<file path="config.mk">
export PLATFORM = sky130hd
export DESIGN_NAME = rx_word_aligner_sync
export DESIGN_NICKNAME = d
export VERILOG_FILES = /design/src/rx_run_check.v /design/src/rx_word_aligner_sync.v
export VERILOG_INCLUDE_DIRS = /design/src /design/src/common
export SDC_FILE = /design/constraint.sdc
export NUM_CORES = 1
export LEC_CHECK = 0
export BUFFER_PORTS_ARGS = -buffer_cell sky130_fd_sc_hd__buf_2
export CAP_MARGIN = 20
export CORE_UTILIZATION = 35
export CTS_BUF_LIST = sky130_fd_sc_hd__clkbuf_8 sky130_fd_sc_hd__clkbuf_16
export DETAILED_ROUTE_END_ITERATION = 6
export GPL_ROUTABILITY_DRIVEN = 0
export HOLD_SLACK_MARGIN = 0.08
export PLACE_DENSITY = 0.5
export SLEW_MARGIN = 40
export SYNTH_ARGS = -nofsm -noshare
export SYNTH_HDL_FRONTEND = slang
export SYNTH_SLANG_ARGS = --single-unit
export TNS_END_PERCENT = 50
</file>
<file path="constraint.sdc">
create_clock -name I_REF_CLK -period 25.4 [get_ports I_REF_CLK]
set_input_delay 5.08 -clock I_REF_CLK [delete_from_list [all_inputs] [get_ports I_REF_CLK]]
set_output_delay 5.08 -clock I_REF_CLK [all_outputs]
set_load 0.005 [all_outputs]
</file>
<file path="src/common/rx_align_map.vh">
// constants and register map of the receive word aligner
// Functional notes
// - after reset release, scan for pattern or complement
// - raise lock after programmed good sync count
// - drop lock after programmed count of bad groups
// - stay unlocked until good sync count again
// - loss-of-sync bad count programmable 1 to 64
// - good run per decrement programmable 1 to 256
// - flag run of equal bits reaching threshold
// - run-length flag held at least two cycles
// - threshold 4..128 step 4, 5..160 step 5
// - bit-slip mode reversal mirrors output word
// - report number of bits slipped for alignment
`ifndef RX_ALIGN_MAP_VH
`define RX_ALIGN_MAP_VH
`define RA_ADDR_W        4
`define RA_OFF_CTRL      4'h0
`define RA_OFF_PATTERN   4'h1
`define RA_OFF_SYNC      4'h2
`define RA_OFF_RUN       4'h3
`define RA_OFF_STATUS    4'h4
`define RA_OFF_IRQ_STAT  4'h5
`define RA_OFF_IRQ_MASK  4'h6
// control fields
`define RA_CTRL_MODE10   0
`define RA_CTRL_BITSLIP  1
`define RA_CTRL_REVERSE  2
`define RA_CTRL_SLIPREQ  3
// sync field positions
`define RA_SYNC_ACQ_LSB  0
`define RA_SYNC_LOSS_LSB 8
`define RA_SYNC_GOOD_LSB 16
// irq bits
`define RA_IRQ_LOCK      0
`define RA_IRQ_UNLOCK    1
`define RA_IRQ_RLV       2
// reset values, run flag hold and threshold steps
`define RA_CTRL_RST      32'h0000_0000
`define RA_PATTERN_RST   32'h0000_017C
`define RA_SYNC_RST      32'h0000_0403
`define RA_RUN_RST       32'h0000_0000
`define RA_RLV_HOLD      2
`define RA_RUN_STEP8     4
`define RA_RUN_STEP10    5
`endif

</file>
<file path="src/rx_run_check.v">
// run-length violation detector for one parallel word
`timescale 1ns/1ps
`default_nettype none
`include "rx_align_map.vh"
module rx_run_check #(
  parameter W = 10
) (
  input  wire         i_clk,
  input  wire         i_rst,
  input  wire [W-1:0] i_word,
  input  wire         i_mode10,
  input  wire [4:0]   i_thr_sel,
  output reg          o_rlv
);
  reg  [7:0] run_r;
  reg        last_r;
  reg  [1:0] hold_r;
  reg  [7:0] run_nxt;
  reg        bit_v;
  reg        hit;
  wire [7:0] limit;
  wire [31:0] limit_full;
  wire [31:0] hold_full;
  integer    k;

  // threshold is (sel+1) steps of 4 or 5 by width
  assign limit_full = i_mode10 ? ({27'h0, i_thr_sel} + 32'd1) * `RA_RUN_STEP10
                               : ({27'h0, i_thr_sel} + 32'd1) * `RA_RUN_STEP8;
  assign limit      = limit_full[7:0]; // at most 160, fits
  assign hold_full  = `RA_RLV_HOLD;

  // walk the word lsb first, counting equal bits
  always @* begin
    run_nxt = run_r;
    bit_v   = last_r;
    hit     = 1'b0;
    for (k = 0; k < W; k = k + 1) begin
      if (k < 8 || i_mode10) begin
        if (i_word[k] != bit_v)
          run_nxt = 8'd1;
        else if (run_nxt != 8'hff)
          run_nxt = run_nxt + 8'd1;
        bit_v = i_word[k];
        if (run_nxt >= limit)
          hit = 1'b1;
      end
    end
  end

  // flag stretched to the minimum hold
  always @(posedge i_clk or posedge i_rst) begin
    if (i_rst) begin
      run_r  <= 8'h00;
      last_r <= 1'b0;
      hold_r <= 2'b00;
      o_rlv  <= 1'b0;
    end else begin
      run_r  <= run_nxt;
      last_r <= bit_v;
      if (hit)
        hold_r <= hold_full[1:0];
      else if (hold_r != 2'b00)
        hold_r <= hold_r - 2'b01;
      o_rlv <= hit | (hold_r > 2'b01);
    end
  end
endmodule
`default_nettype wire

</file>
<file path="src/rx_word_aligner_sync.v">
// receive word aligner with sync state machine and avalon registers
//
// Local design decisions: register access over Avalon-MM and the address map.
`timescale 1ns/1ps
`default_nettype none
`include "rx_align_map.vh"
module rx_word_aligner_sync #(
  parameter W = 10
) (
  input  wire         I_REF_CLK,
  input  wire         I_RST,
  input  wire [W-1:0] I_RX_DATA,
  input  wire [3:0]   I_AVS_ADDRESS,
  input  wire         I_AVS_READ,
  input  wire         I_AVS_WRITE,
  input  wire [31:0]  I_AVS_WRITEDATA,
  output reg  [31:0]  O_AVS_READDATA,
  output reg          O_AVS_WAITREQUEST,
  output reg  [W-1:0] O_RX_WORD,
  output reg          O_SYNC_LOCK,
  output reg          O_RUN_VIOL,
  output reg  [3:0]   O_SLIP_COUNT,
  output reg          O_IRQ
);
  localparam ST_HUNT  = 2'b00;
  localparam ST_LOCK  = 2'b01;

  reg  [31:0]  ctrl_r;
  reg  [31:0]  pattern_r;
  reg  [31:0]  sync_r;
  reg  [31:0]  run_cfg_r;
  reg  [2:0]   irq_stat_r;
  reg  [2:0]   irq_mask_r;
  reg          ack_r;
  reg  [1:0]   state_r;
  reg  [7:0]   acq_cnt_r;
  reg  [6:0]   err_cnt_r;
  reg  [8:0]   good_cnt_r;
  reg  [3:0]   slip_r;
  reg  [W-1:0] prev_r;
  reg  [W-1:0] aligned_r;
  reg          rlv_d_r;
  reg          lock_d_r;
  reg  [2*W-1:0] cat;
  reg  [W-1:0] shifted;
  reg  [W-1:0] pat_w;
  reg  [W-1:0] mask_w;
  reg  [W-1:0] mirror;
  reg  [3:0]   slip_nxt;
  reg  [3:0]   i;
  reg          found;
  wire         is_sync;
  wire         mode10;
  wire         bitslip;
  wire         rlv;
  wire         rd_stat;
  wire [7:0]   acq_need;
  wire [6:0]   loss_need;
  wire [8:0]   good_need;
  wire [3:0]   wmax;
  integer      j;

  assign mode10    = ctrl_r[`RA_CTRL_MODE10];
  assign bitslip   = ctrl_r[`RA_CTRL_BITSLIP];
  assign wmax      = mode10 ? 4'd9 : 4'd7;
  // programmed counts stored minus one
  assign acq_need  = sync_r[`RA_SYNC_ACQ_LSB +: 8];
  assign loss_need = {1'b0, sync_r[`RA_SYNC_LOSS_LSB +: 6]} + 7'd1;
  assign good_need = {1'b0, sync_r[`RA_SYNC_GOOD_LSB +: 8]} + 9'd1;
  assign rd_stat   = ack_r & I_AVS_READ & (I_AVS_ADDRESS == `RA_OFF_IRQ_STAT);

  // width-masked alignment pattern
  always @* begin
    mask_w = mode10 ? {W{1'b1}} : {{(W-8){1'b0}}, 8'hff};
    pat_w  = pattern_r[W-1:0] & mask_w;
  end

  // search every offset for pattern or complement
  always @* begin
    cat      = {I_RX_DATA, prev_r};
    slip_nxt = slip_r;
    found    = 1'b0;
    for (j = W - 1; j >= 0; j = j - 1) begin
      i = j[3:0];
      if (i <= wmax && !bitslip && state_r == ST_HUNT) begin
        shifted = cat[j +: W] & mask_w;
        if (shifted == pat_w || shifted == (~pat_w & mask_w)) begin
          slip_nxt = i;
          found    = 1'b1;
        end
      end
    end
    if (bitslip)
      slip_nxt = slip_r;
    shifted = cat[slip_r +: W] & mask_w;
  end

  assign is_sync = (shifted == pat_w) || (shifted == (~pat_w & mask_w));

  // bit reversal of the output word in bit-slip mode
  always @* begin
    mirror = shifted;
    if (bitslip && ctrl_r[`RA_CTRL_REVERSE]) begin
      for (j = 0; j < W; j = j + 1) begin
        if (j <= wmax)
          mirror[j] = shifted[wmax - j[3:0]];
      end
    end
  end

  rx_run_check #(
    .W (W)
  ) u_run (
    .i_clk     (I_REF_CLK),
    .i_rst     (I_RST),
    .i_word    (I_RX_DATA),
    .i_mode10  (mode10),
    .i_thr_sel (run_cfg_r[4:0]),
    .o_rlv     (rlv)
  );

  // data path, slip offset and sync state machine
  always @(posedge I_REF_CLK or posedge I_RST) begin
    if (I_RST) begin
      prev_r      <= {W{1'b0}};
      aligned_r   <= {W{1'b0}};
      slip_r      <= 4'h0;
      state_r     <= ST_HUNT;
      acq_cnt_r   <= 8'h00;
      err_cnt_r   <= 7'h00;
      good_cnt_r  <= 9'h000;
      O_RX_WORD   <= {W{1'b0}};
      O_SYNC_LOCK <= 1'b0;
      O_SLIP_COUNT <= 4'h0;
      O_RUN_VIOL  <= 1'b0;
    end else begin
      prev_r       <= I_RX_DATA;
      aligned_r    <= mirror;
      O_RX_WORD    <= aligned_r;
      O_RUN_VIOL   <= rlv;
      O_SLIP_COUNT <= slip_r;
      // manual slip advances one position per request
      if (bitslip && ack_r && I_AVS_WRITE && I_AVS_ADDRESS == `RA_OFF_CTRL &&
          I_AVS_WRITEDATA[`RA_CTRL_SLIPREQ])
        slip_r <= (slip_r >= wmax) ? 4'h0 : slip_r + 4'h1;
      else if (found)
        slip_r <= slip_nxt;
      case (state_r)
        ST_HUNT: begin
          O_SYNC_LOCK <= 1'b0;
          if (bitslip) begin
            acq_cnt_r <= 8'h00;
          end else if (is_sync || found) begin
            if (acq_cnt_r >= acq_need) begin
              state_r     <= ST_LOCK;
              O_SYNC_LOCK <= 1'b1;
              acq_cnt_r   <= 8'h00;
              err_cnt_r   <= 7'h00;
              good_cnt_r  <= 9'h000;
            end else begin
              acq_cnt_r <= acq_cnt_r + 8'h01;
            end
          end
        end
        ST_LOCK: begin
          if (bitslip) begin
            state_r <= ST_HUNT;
            O_SYNC_LOCK <= 1'b0;
          end else if (!is_sync && rlv) begin
            good_cnt_r <= 9'h000;
            if (err_cnt_r + 7'd1 >= loss_need) begin
              state_r     <= ST_HUNT;
              O_SYNC_LOCK <= 1'b0;
              acq_cnt_r   <= 8'h00;
            end else begin
              err_cnt_r <= err_cnt_r + 7'd1;
            end
          end else if (err_cnt_r != 7'h00) begin
            if (good_cnt_r + 9'd1 >= good_need) begin
              err_cnt_r  <= err_cnt_r - 7'd1;
              good_cnt_r <= 9'h000;
            end else begin
              good_cnt_r <= good_cnt_r + 9'd1;
            end
          end
        end
        default: begin
          state_r <= ST_HUNT;
        end
      endcase
    end
  end

  // avalon slave: one wait cycle then ack
  always @(posedge I_REF_CLK or posedge I_RST) begin
    if (I_RST) begin
      ctrl_r            <= `RA_CTRL_RST;
      pattern_r         <= `RA_PATTERN_RST;
      sync_r            <= `RA_SYNC_RST;
      run_cfg_r         <= `RA_RUN_RST;
      irq_mask_r        <= 3'b000;
      ack_r             <= 1'b0;
      O_AVS_READDATA    <= 32'h0000_0000;
      O_AVS_WAITREQUEST <= 1'b1;
    end else begin
      ack_r             <= (I_AVS_READ | I_AVS_WRITE) & ~ack_r;
      O_AVS_WAITREQUEST <= ~((I_AVS_READ | I_AVS_WRITE) & ~ack_r);
      if (ack_r && I_AVS_WRITE) begin
        case (I_AVS_ADDRESS)
          `RA_OFF_CTRL:     ctrl_r     <= I_AVS_WRITEDATA & 32'h0000_0007;
          `RA_OFF_PATTERN:  pattern_r  <= I_AVS_WRITEDATA & 32'h0000_03ff;
          `RA_OFF_SYNC:     sync_r     <= I_AVS_WRITEDATA & 32'h00ff_3fff;
          `RA_OFF_RUN:      run_cfg_r  <= I_AVS_WRITEDATA & 32'h0000_001f;
          `RA_OFF_IRQ_MASK: irq_mask_r <= I_AVS_WRITEDATA[2:0];
          default:          ctrl_r     <= ctrl_r;
        endcase
      end
      if (!ack_r && I_AVS_READ) begin
        case (I_AVS_ADDRESS)
          `RA_OFF_CTRL:     O_AVS_READDATA <= ctrl_r;
          `RA_OFF_PATTERN:  O_AVS_READDATA <= pattern_r;
          `RA_OFF_SYNC:     O_AVS_READDATA <= sync_r;
          `RA_OFF_RUN:      O_AVS_READDATA <= run_cfg_r;
          `RA_OFF_STATUS:   O_AVS_READDATA <= {26'h0, slip_r, O_RUN_VIOL, O_SYNC_LOCK};
          `RA_OFF_IRQ_STAT: O_AVS_READDATA <= {29'h0, irq_stat_r};
          `RA_OFF_IRQ_MASK: O_AVS_READDATA <= {29'h0, irq_mask_r};
          default:          O_AVS_READDATA <= 32'h0000_0000;
        endcase
      end
    end
  end

  // sticky events, set wins over read clear
  always @(posedge I_REF_CLK or posedge I_RST) begin
    if (I_RST) begin
      irq_stat_r <= 3'b000;
      rlv_d_r    <= 1'b0;
      lock_d_r   <= 1'b0;
      O_IRQ      <= 1'b0;
    end else begin
      rlv_d_r  <= O_RUN_VIOL;
      lock_d_r <= O_SYNC_LOCK;
      irq_stat_r[`RA_IRQ_LOCK] <= (irq_stat_r[`RA_IRQ_LOCK] & ~rd_stat) |
                                  (state_r == ST_HUNT && !bitslip && (is_sync || found) &&
                                   acq_cnt_r >= acq_need);
      irq_stat_r[`RA_IRQ_UNLOCK] <= (irq_stat_r[`RA_IRQ_UNLOCK] & ~rd_stat) |
                                    (lock_d_r & ~O_SYNC_LOCK); // falling lock edge
      irq_stat_r[`RA_IRQ_RLV] <= (irq_stat_r[`RA_IRQ_RLV] & ~rd_stat) |
                                 (O_RUN_VIOL & ~rlv_d_r);
      O_IRQ <= |(irq_stat_r & irq_mask_r);
    end
  end
endmodule
`default_nettype wire

</file>
Word-level counts from Yosys, hierarchy flattened
Index checks and enable logic that the tools add are counted.

storage, ports and cells
  bits in registers = 161
  bits of input ports = 50
  output and inout bits = 50

cells by class
  add/sub/neg operators = 28
  $mul = 1
  order comparisons = 44
  eq/ne operators = 62
  shift operators = 1
  muxes and demuxes = 156
  bitwise operators = 33
  reduce and logical (&&, ||, !) cells = 65

operator list
  kind                                                                   number
  8-bit 2-to-1 mux                                                       31
  10-bit == test                                                         22
  24-bit case mux with 7 select lines                                    1
  10-bit AND                                                             13
  4-bit 2-to-1 mux                                                       25
  8-bit by 1-bit adder with 8-bit output (second input constant)         11
  8-bit >= comparator                                                    11
  8-bit != test (second input constant)                                  10
  9-bit 2-to-1 mux                                                       7
  1-bit 2-to-1 mux                                                       59
  7-bit 2-to-1 mux                                                       8
  4-bit by 5-bit < comparator with 1-bit output (second input constant)  10
  1-bit binary-select mux with 4-bit select                              10
  3-bit by 4-bit <= comparator with 1-bit output (first input constant)  8
  1-bit logical AND                                                      31
  10-bit 2-to-1 mux                                                      2
  20-bit by 5-bit indexed part select with 10-bit output                 1
  9-bit case mux with 2 select lines                                     1
  2-bit by 4-bit <= comparator with 1-bit output (first input constant)  4
  4-bit <= comparator (first input constant)                             4
  2-bit 2-to-1 mux                                                       8
  8-bit case mux with 2 select lines                                     1
  4-bit by 3-bit subtractor with 4-bit output (second input constant)    4
  3-bit != test (second input constant)                                  5
  45 further kinds                                                       103

Depth between registers and ports, before layout
Gate-level depths: netlist (run 1).

  word-level depth = 37
  depth in mapped cells = 78
  depth with buffers taken out = 72

Cells and area by module
Synthesis (run 1) repeated with hierarchy kept, for this count alone.

second synthesis, totals
  cells, all modules = 1980
  area, all modules = 16988.8 µm²

modules (own cells, without submodules)
  module                instances  cells an instance  area each (µm²)  seq. area each (µm²)
  rx_word_aligner_sync  1          1048               10198.5          3465.8
  rx_run_check          1          932                6790.3           300.3

Worst setup path before layout (run 1)
OpenSTA, ideal clock, no wires.

  path kind = input -> register
  start point = in I_RX_DATA[0]
  end point = reg u_run.hold_r[1]
  setup time = 0.144 ns
  arrival time = 19.190 ns
  data required time = 25.256 ns
  setup slack = 6.066 ns
  stages = 75
  buffers on the path = 5
  path through = buf_2 -> xor2_1 -> a21oi_1 -> ha_1 -> nand2_1 -> nor3_4 -> mux2i_1 -> nor2_1 -> ha_1 -> buf_1 -> inv_1 -> or3_1 -> nor2_1 -> nand3_2 -> nor2_1 -> nand2_1 -> a21oi_1 -> ha_1 -> [39 not listed] -> inv_1 -> a211oi_1 -> nand4_4 -> or3_1 -> a21oi_1 -> ha_1 -> nand2b_1 -> a21o_1 -> a21oi_1 -> nor2b_1 -> o21ai_0 -> nand2b_1 -> a21oi_1 -> nor2b_1 -> o21ai_0 -> a31oi_1 -> nor4_1 -> o211ai_1

on the way
  longest elaborated chain between the ends = 36
  elaborated cells on any way between the ends = 66
  those cells by class = 9 x add/sub; 10 x order compare; 11 x eq/ne; 35 x mux; 1 x reduce/logical

RTL lines
  what                                                                     line                                  text
  from (decl)                                                              rx_word_aligner_sync.v:12             input wire [W-1:0] I_RX_DATA,
  1-bit != test                                                            rx_run_check.v:39                     if (i_word[k] != bit_v)
  8-bit 2-to-1 mux                                                         rx_run_check.v:39
  8-bit by 1-bit adder with 8-bit output or 8-bit != test (tied branches)  rx_run_check.v:42, rx_run_check.v:41
  8-bit 2-to-1 mux                                                         rx_run_check.v:41                     else if (run_nxt != 8'hff)
  8-bit 2-to-1 mux                                                         rx_run_check.v:39
  8-bit by 1-bit adder with 8-bit output or 8-bit != test (tied branches)  rx_run_check.v:42, rx_run_check.v:41
  8-bit 2-to-1 mux                                                         rx_run_check.v:41
  8-bit 2-to-1 mux                                                         rx_run_check.v:39
  [20 not listed]                                                          -
  8-bit by 1-bit adder with 8-bit output or 8-bit != test (tied branches)  rx_run_check.v:42, rx_run_check.v:41
  8-bit 2-to-1 mux                                                         rx_run_check.v:41
  8-bit 2-to-1 mux                                                         rx_run_check.v:39
  8-bit 2-to-1 mux                                                         rx_run_check.v:38                     if (k < 8 || i_mode10) begin
  8-bit >= comparator                                                      rx_run_check.v:44                     if (run_nxt >= limit)
  1-bit 2-to-1 mux                                                         rx_run_check.v:44
  1-bit 2-to-1 mux *                                                       rx_run_check.v:38
  2-bit 2-to-1 mux or 2-bit nonzero test (tied branches)                   -
  to (signal assigned)                                                     rx_run_check.v:61                     hold_r <= hold_full[1:0];
  to (signal assigned)                                                     rx_run_check.v:63                     hold_r <= hold_r - 2'b01;
  to (decl)                                                                rx_run_check.v:17                     reg [1:0] hold_r;

Every way passes the cells marked *; elsewhere a longest branch is shown, timed or not. The select of a mux whose other input is x is not followed.
A chain may end at the register's enable or synchronous reset.

Final worst setup path (run 1)
Same ends and word-level chain as after synthesis.

==> out/metrics.cfg, run 1 <==
[status]
outcome = finished, final reports clean

[hold_path]
holdCritPathClass = reg -> reg
hp-start = aligned_r[2]$_DFF_PP0_

[logic_synthesis]
syn_area_per_cell_um2 = 8.27
synthArstFlopShare_pct = 100
ys_ff_latch = 150
synth_warnings = 0
yosysSeqAreaShare_pct = 23.2
synth_cell_type_count = 131
syn_area_um2 = 16200
synthFlopType = dfrtp_1
synth-edff-count = 0
syn-instance-count = 1961

[setup_path]
start_kind = primary input
critical_path_buf_inv_count = 4
critPathRequiredTime_ns = 25.71
startpoint = I_RX_DATA[0]
crit_arrival_ns = 23.74
end_kind = register
critical_path.top_delay_family = simple AND/OR/NAND/NOR gates
path_common_cell = ha_1
slowest_delay_ns = 0.60
r2r_start = u_run.run_r[0]$_DFF_PP0_
critPathMaxFanout = 18
critPathSlowestCell = mux2i_1
worst-setup-path-type = in -> reg

[floorplanning]
rows = 78
ioPinCount = 100
dieArea_um2 = 47200
core_um2 = 45600
die_h_um = 217
chipWidth_um = 217
start_util_pct = 35.6

[detailed_routing]
wl_per_cell_um = 19.8
wl_mm = 51.4
avgViaCountPerCell = 5.73
ant_nets = 0
detailedRoute.firstIterationViolations = 967
vias = 14844
firstDrtPassIters = 5
drc = 0

[final_layout]
nNetsFinal = 2164
stdcell_area_um2 = 17700
layout.cells.non_filler = 2591
seq_area_um2 = 3770
syn_to_final_growth_pct = 9.16
final_util_pct = 38.8
multi_input_comb_area_um2 = 11800
fillers = 4668
layout-drive-gt1-share_pct = 14.4
final_common_cell = nand2_1
final_cell_mix = nand2_1, o21ai_0, dfrtp_1, ha_1, nor2_1

[cts]
ctsResizeCount = 0
cts.sinks = 150
clk_path_buf_depth = 2
cts_htree_levels = 4
numCtsBuffers = 17
clock_latency_ns = 0.43
clk_pin_slew_ns = 0.07
hold_buffers = 0
post_cts.repair.setup_buffers = 0
cts_tree = built
cts_root_buf = clkbuf_16

[global_route]
grt_pass1_wl_mm = 81.3
grtUsageTotal_pct = 21.8
grt_antenna_before_repair = 1
gr-total-overflow = 0
grt_pass1_vias = 14386
grt_max_degree = 84

[power]
leakage_uw = 0.00757
ir_drop_v = 0.0000551
p_per_area_nw_per_um2 = 69.5

[sta]
setup_viol = 0
final_hold_viol_count = 0
slew_headroom_pct = 42.3
worst_pin_slew_ns = 0.866
post-route-period-util_pct = 92.2
min_period_ns = 23.43
max_freq_ghz = 0.0427
rsz0062_at_grt = false
fin_setup_tns_ns = 0
fin_skew_ns = 0.0126
slew_violations = 0

[placement]
port_buffers = 79
dp_cells = 2558
detailedPlacementHpwl_mm = 38.5
dpl-instance-area_um2 = 17100

[job]
cap_violations = 0

kinds of logic (layout without fill, tap and decap cells):
family,after synthesis,after routing,share of synthesized area (%)
adders and majority gates,137,137,10.6
buffers and inverters,185,205,4.82
and+or+nand+nor,693,693,22.2
DFF,150,150,23.2
muxes,108,108,7.39
xor gates and xnor gates,172,172,9.45
AOI/OAI and AO/OA,515,515,22.3
other,1,11,0.0231
registers in the layout (all words and copies together) (netlist names), 5 cells and up:
signal,count
prev_r,10
pattern_r,10
O_AVS_READDATA,22
good_cnt_r,9
aligned_r,10
acq_cnt_r,8
sync_r,22
err_cnt_r,7
u_run.run_r,8
O_RX_WORD,10
run_cfg_r,5
where the power goes:
part / switching (uW) / leakage (uW) / total, uW / internal, uW
clock: 113 / 0.000285 / 251 / 138
sequential: 85.7 / 0.00189 / 378 / 292
combinational: 358 / 0.00540 / 602 / 244
layer usage:
| layer | routed length, um | global-route usage [%] |
|---|---|---|
| met1 | 23800 | 29.1 |
| met5 | 0 | 0 |
| met3 | 1920 | 2.66 |
| met2 | 24400 | 36.3 |
| met4 | 1310 | 6.74 |
cell type report:
| class | count | area share [%] |
|---|---|---|
| Multi-Input combinational cell | 1635 | 66.4 |
| Antenna cell | 1 | 0.0141 |
| Timing Repair Buffer | 100 | 3.15 |
| Inverter | 73 | 1.60 |
| Tap cell | 600 | 4.24 |
| Sequential cell | 150 | 21.3 |
| Clock buffer | 17 | 2.40 |
| Clock inverter | 15 | 0.855 |
cell usage after synthesis (all sizes together), types with 15 or more instances:
master,number,share of area [%]
a211oi,20,1.1
nand2b,41,1.6
mux2,54,3.7
nor4,26,1.2
a31oi,22,0.94
o211ai,20,1.1
inv,71,1.6
buf,52,1.7
a22oi,15,0.73
nor3,46,1.6
clkbuf,60,1.4
mux2i,50,3.1
nor2b,38,1.5
xnor2,80,4.5
dfrtp,140,22
nand3,65,2.1
a21o,26,1.2
o21ai,152,4.7
xor2,92,5.0
and2,23,0.89
nand2,204,4.8
and3,23,0.89
a21oi,101,3.2
o31ai,15,0.78
nand4,35,1.5
ha,136,10
nor2,126,2.9
metrics by stage:
stage / setup slack, ns / power (uW) / hold slack [ns]
final: 1.97 / 1230 / 0.349
after detailed placement: 1.79 / 983 / 0.337
after CTS: 2.13 / 1240 / 0.352
after floorplan: 6.07 / 786 / 0.331
after global routing: 0.328 / 1330 / 0.360
after global placement: 1.95 / 969 / 0.337
path summary, 6_finish.rpt:
check                                                  to  slack [ns]  depth (start not counted)
max                           u_run.hold_r[1]$_DFFE_PP0P_        1.97                         72
min                                O_RX_WORD[2]$_DFF_PP0_        0.35                          0
max reg2reg                   u_run.hold_r[1]$_DFFE_PP0P_        6.15                         73
min reg2reg                        O_RX_WORD[2]$_DFF_PP0_        0.35                          0
max in group asynchronous           slip_r[3]$_DFFE_PP0P_       19.58                          3
min in group asynchronous  O_AVS_READDATA[17]$_DFFE_PP0P_        4.74                          2
Note: power is estimated with default switching activity, not from simulation.
==> run 2: changes to the inputs <==
- CELL_PAD_IN_SITES_DETAIL_PLACEMENT: default -> 1
- CELL_PAD_IN_SITES_GLOBAL_PLACEMENT: default -> 2
- PLACE_DENSITY: 0.5 -> default
- PLACE_DENSITY_LB_ADDON: default -> 0.1
==> run 2 against run 1 <==
Against the previous run:
- setup slack worse by 0.14 ns
- power up 4.8%
- cell count about the same
- critical path depth down 1
- combinational power up 4.8%
- critical endpoint is now u_run.o_rlv$_DFF_PP0_
- largest cell class unchanged
==> out/metrics.cfg, run 2 (synthesis gave the netlist of run 1 again) <==
[global_route]
grt_max_degree = 79  ; -6.0%
grt_pass1_vias = 15873  ; +10%
grt_pass1_wl_mm = 92.3  ; +14%
gr-total-overflow = 0  ; unchanged
grt_antenna_before_repair = 0  ; -1
grtUsageTotal_pct = 24.9  ; +3.1 points

[status]
outcome = finished, final reports clean

[final_layout]
final_common_cell = nand2_1
nNetsFinal = 2167  ; +0.14%
stdcell_area_um2 = 17800  ; +0.57%
reg_top3 = O_AVS_READDATA: 22 flops, sync_r: 22 flops
final_cell_mix = nand2_1, o21ai_0, dfrtp_1, ha_1, nor2_1
n_antenna_cell = 0  ; -1
layout-drive-gt1-share_pct = 14.6  ; +0.23 points
syn_to_final_growth_pct = 9.78

[cts]
cts_tree = built
cts_root_buf = clkbuf_16
clk_path_buf_depth = 2  ; unchanged
numCtsBuffers = 17  ; unchanged
cts.sinks = 150  ; unchanged
post_cts.repair.setup_buffers = 0  ; unchanged
cts_htree_levels = 4  ; unchanged
clock_latency_ns = 0.45  ; +0.02 ns
hold_buffers = 0  ; unchanged
ctsResizeCount = 0  ; unchanged
clk_pin_slew_ns = 0.07  ; about the same

[floorplanning]
chipWidth_um = 217  ; unchanged
core_um2 = 45600  ; unchanged
rows = 78  ; unchanged
ioPinCount = 100  ; unchanged
dieArea_um2 = 47200  ; unchanged
die_h_um = 217  ; unchanged
start_util_pct = 35.6  ; unchanged

[setup_path]
critPathMaxFanout = 17  ; -1
worstRegToRegCells = 72  ; -1.4%
worst-setup-path-type = in -> reg
start_kind = primary input
end_kind = register
slowest_delay_ns = 0.58  ; -0.02 ns
path_common_cell = ha_1
crit_arrival_ns = 23.87  ; +0.13 ns
critPathSlowestCell = or3_4
critPathRequiredTime_ns = 25.69  ; -0.02 ns

[sta]
slew_headroom_pct = 37.6  ; -4.7 points
rsz0062_at_grt = false
setup_viol = 0  ; unchanged
worst_pin_slew_ns = 0.933  ; +0.0677 ns
min_period_ns = 23.57  ; +0.143 ns
max_freq_ghz = 0.0424  ; -0.61%
fin_setup_tns_ns = 0  ; unchanged
final_hold_viol_count = 0  ; unchanged
post-route-period-util_pct = 92.8  ; +0.56 points
fin_skew_ns = 0.0138  ; +0.00117 ns
slew_violations = 0  ; unchanged

[detailed_routing]
vias = 15181  ; +2.3%
wl_per_cell_um = 22.2  ; +12%
wl_mm = 57.6  ; +12%
ant_nets = 0  ; unchanged
avgViaCountPerCell = 5.85  ; +2.2%
firstDrtPassIters = 5  ; unchanged
detailedRoute.firstIterationViolations = 820  ; -15%
drc = 0  ; unchanged

[hold_path]
holdCritPathClass = reg -> reg
min_path_cells = 0  ; unchanged

[placement]
dpl-instance-area_um2 = 17100  ; +0.26%
detailedPlacementHpwl_mm = 43.5  ; +13%
port_buffers = 79  ; unchanged

[job]
cap_violations = 0  ; unchanged

[power]
ir_drop_v = 0.0000514  ; -6.7%
p_per_area_nw_per_um2 = 72.4  ; +4.2%
leakage_uw = 0.00761  ; +0.53%

==> run 2: changes by cell type in the layout (fill, tap and decap cells not counted), moves of 2 or more <==
cell	before	now
bufinv_16	1	4
nor4_1	23	21
clkbuf_8	0	2
buf_4	20	22
clkinv_4	3	1
==> run 2: path summary, 6_finish.rpt <==
check	startpoint	endpoint	slack, ns
setup / recovery	I_RX_DATA[0]	u_run.o_rlv$_DFF_PP0_	1.83
hold / removal	aligned_r[5]$_DFF_PP0_	O_RX_WORD[5]$_DFF_PP0_	0.35
setup reg to reg	u_run.run_r[0]$_DFF_PP0_	u_run.o_rlv$_DFF_PP0_	5.56
hold reg to reg	aligned_r[5]$_DFF_PP0_	O_RX_WORD[5]$_DFF_PP0_	0.35
max in group asynchronous	I_RST	slip_r[3]$_DFFE_PP0P_	19.61
min in group asynchronous	I_RST	O_AVS_READDATA[22]$_DFFE_PP0P_	4.66
==> run 2: layout make-up <==
| type | count | area (um^2) |
|---|---|---|
| inverter | 73 | 283 |
| timing repair buffer | 103 | 577 |
| sequential | 150 | 3770 |
| tap | 600 | 751 |
| clock inverter | 13 | 194 |
| multi-input combinational | 1635 | 11800 |
| clock buffer | 19 | 453 |
| fill | 5439 | 27800 |
==> run 2: worst max-delay path, delay by kind of cell <==
kind            cells  cell delay, ns
buf+inv             4            0.74
compound gates     20            4.80
simple gates       32            8.70
mux                 5            1.16
xor+xnor            1            0.23
fa+ha+maj           9            3.11
==> run 2: metrics by stage <==
step	setup WS, ns	utilization, %	instances	hold WS (ns)	power (uW)
global placement	1.39	37.5	2560	0.334	984
detailed placement	1.44	37.6	2560	0.339	1010
floorplan	6.07	-	1970	0.331	786
CTS	1.82	39.0	2592	0.353	1300
global route	0.227	39.1	2593	0.354	1390
finish	1.83	39.1	2593	0.350	1290
==> run 2: report_power, final <==
group          total, uW  internal (uW)  switching (uW)  leakage (uW)
clock                286            172             114      0.000320
sequential           373            292            80.9       0.00189
combinational        631            245             385       0.00541
total               1290            709             580       0.00761
==> run 2: per-layer routing <==
layer,part of all wire (%),track usage (%),routed length [um],vias to the layer above
li1,-,-,-,7204
met1,47,32.9,27100,7644
met2,49,42.8,28100,261
met3,2.2,2.46,1260,72
met4,1.9,7.02,1090,0
met5,0,0,0,-
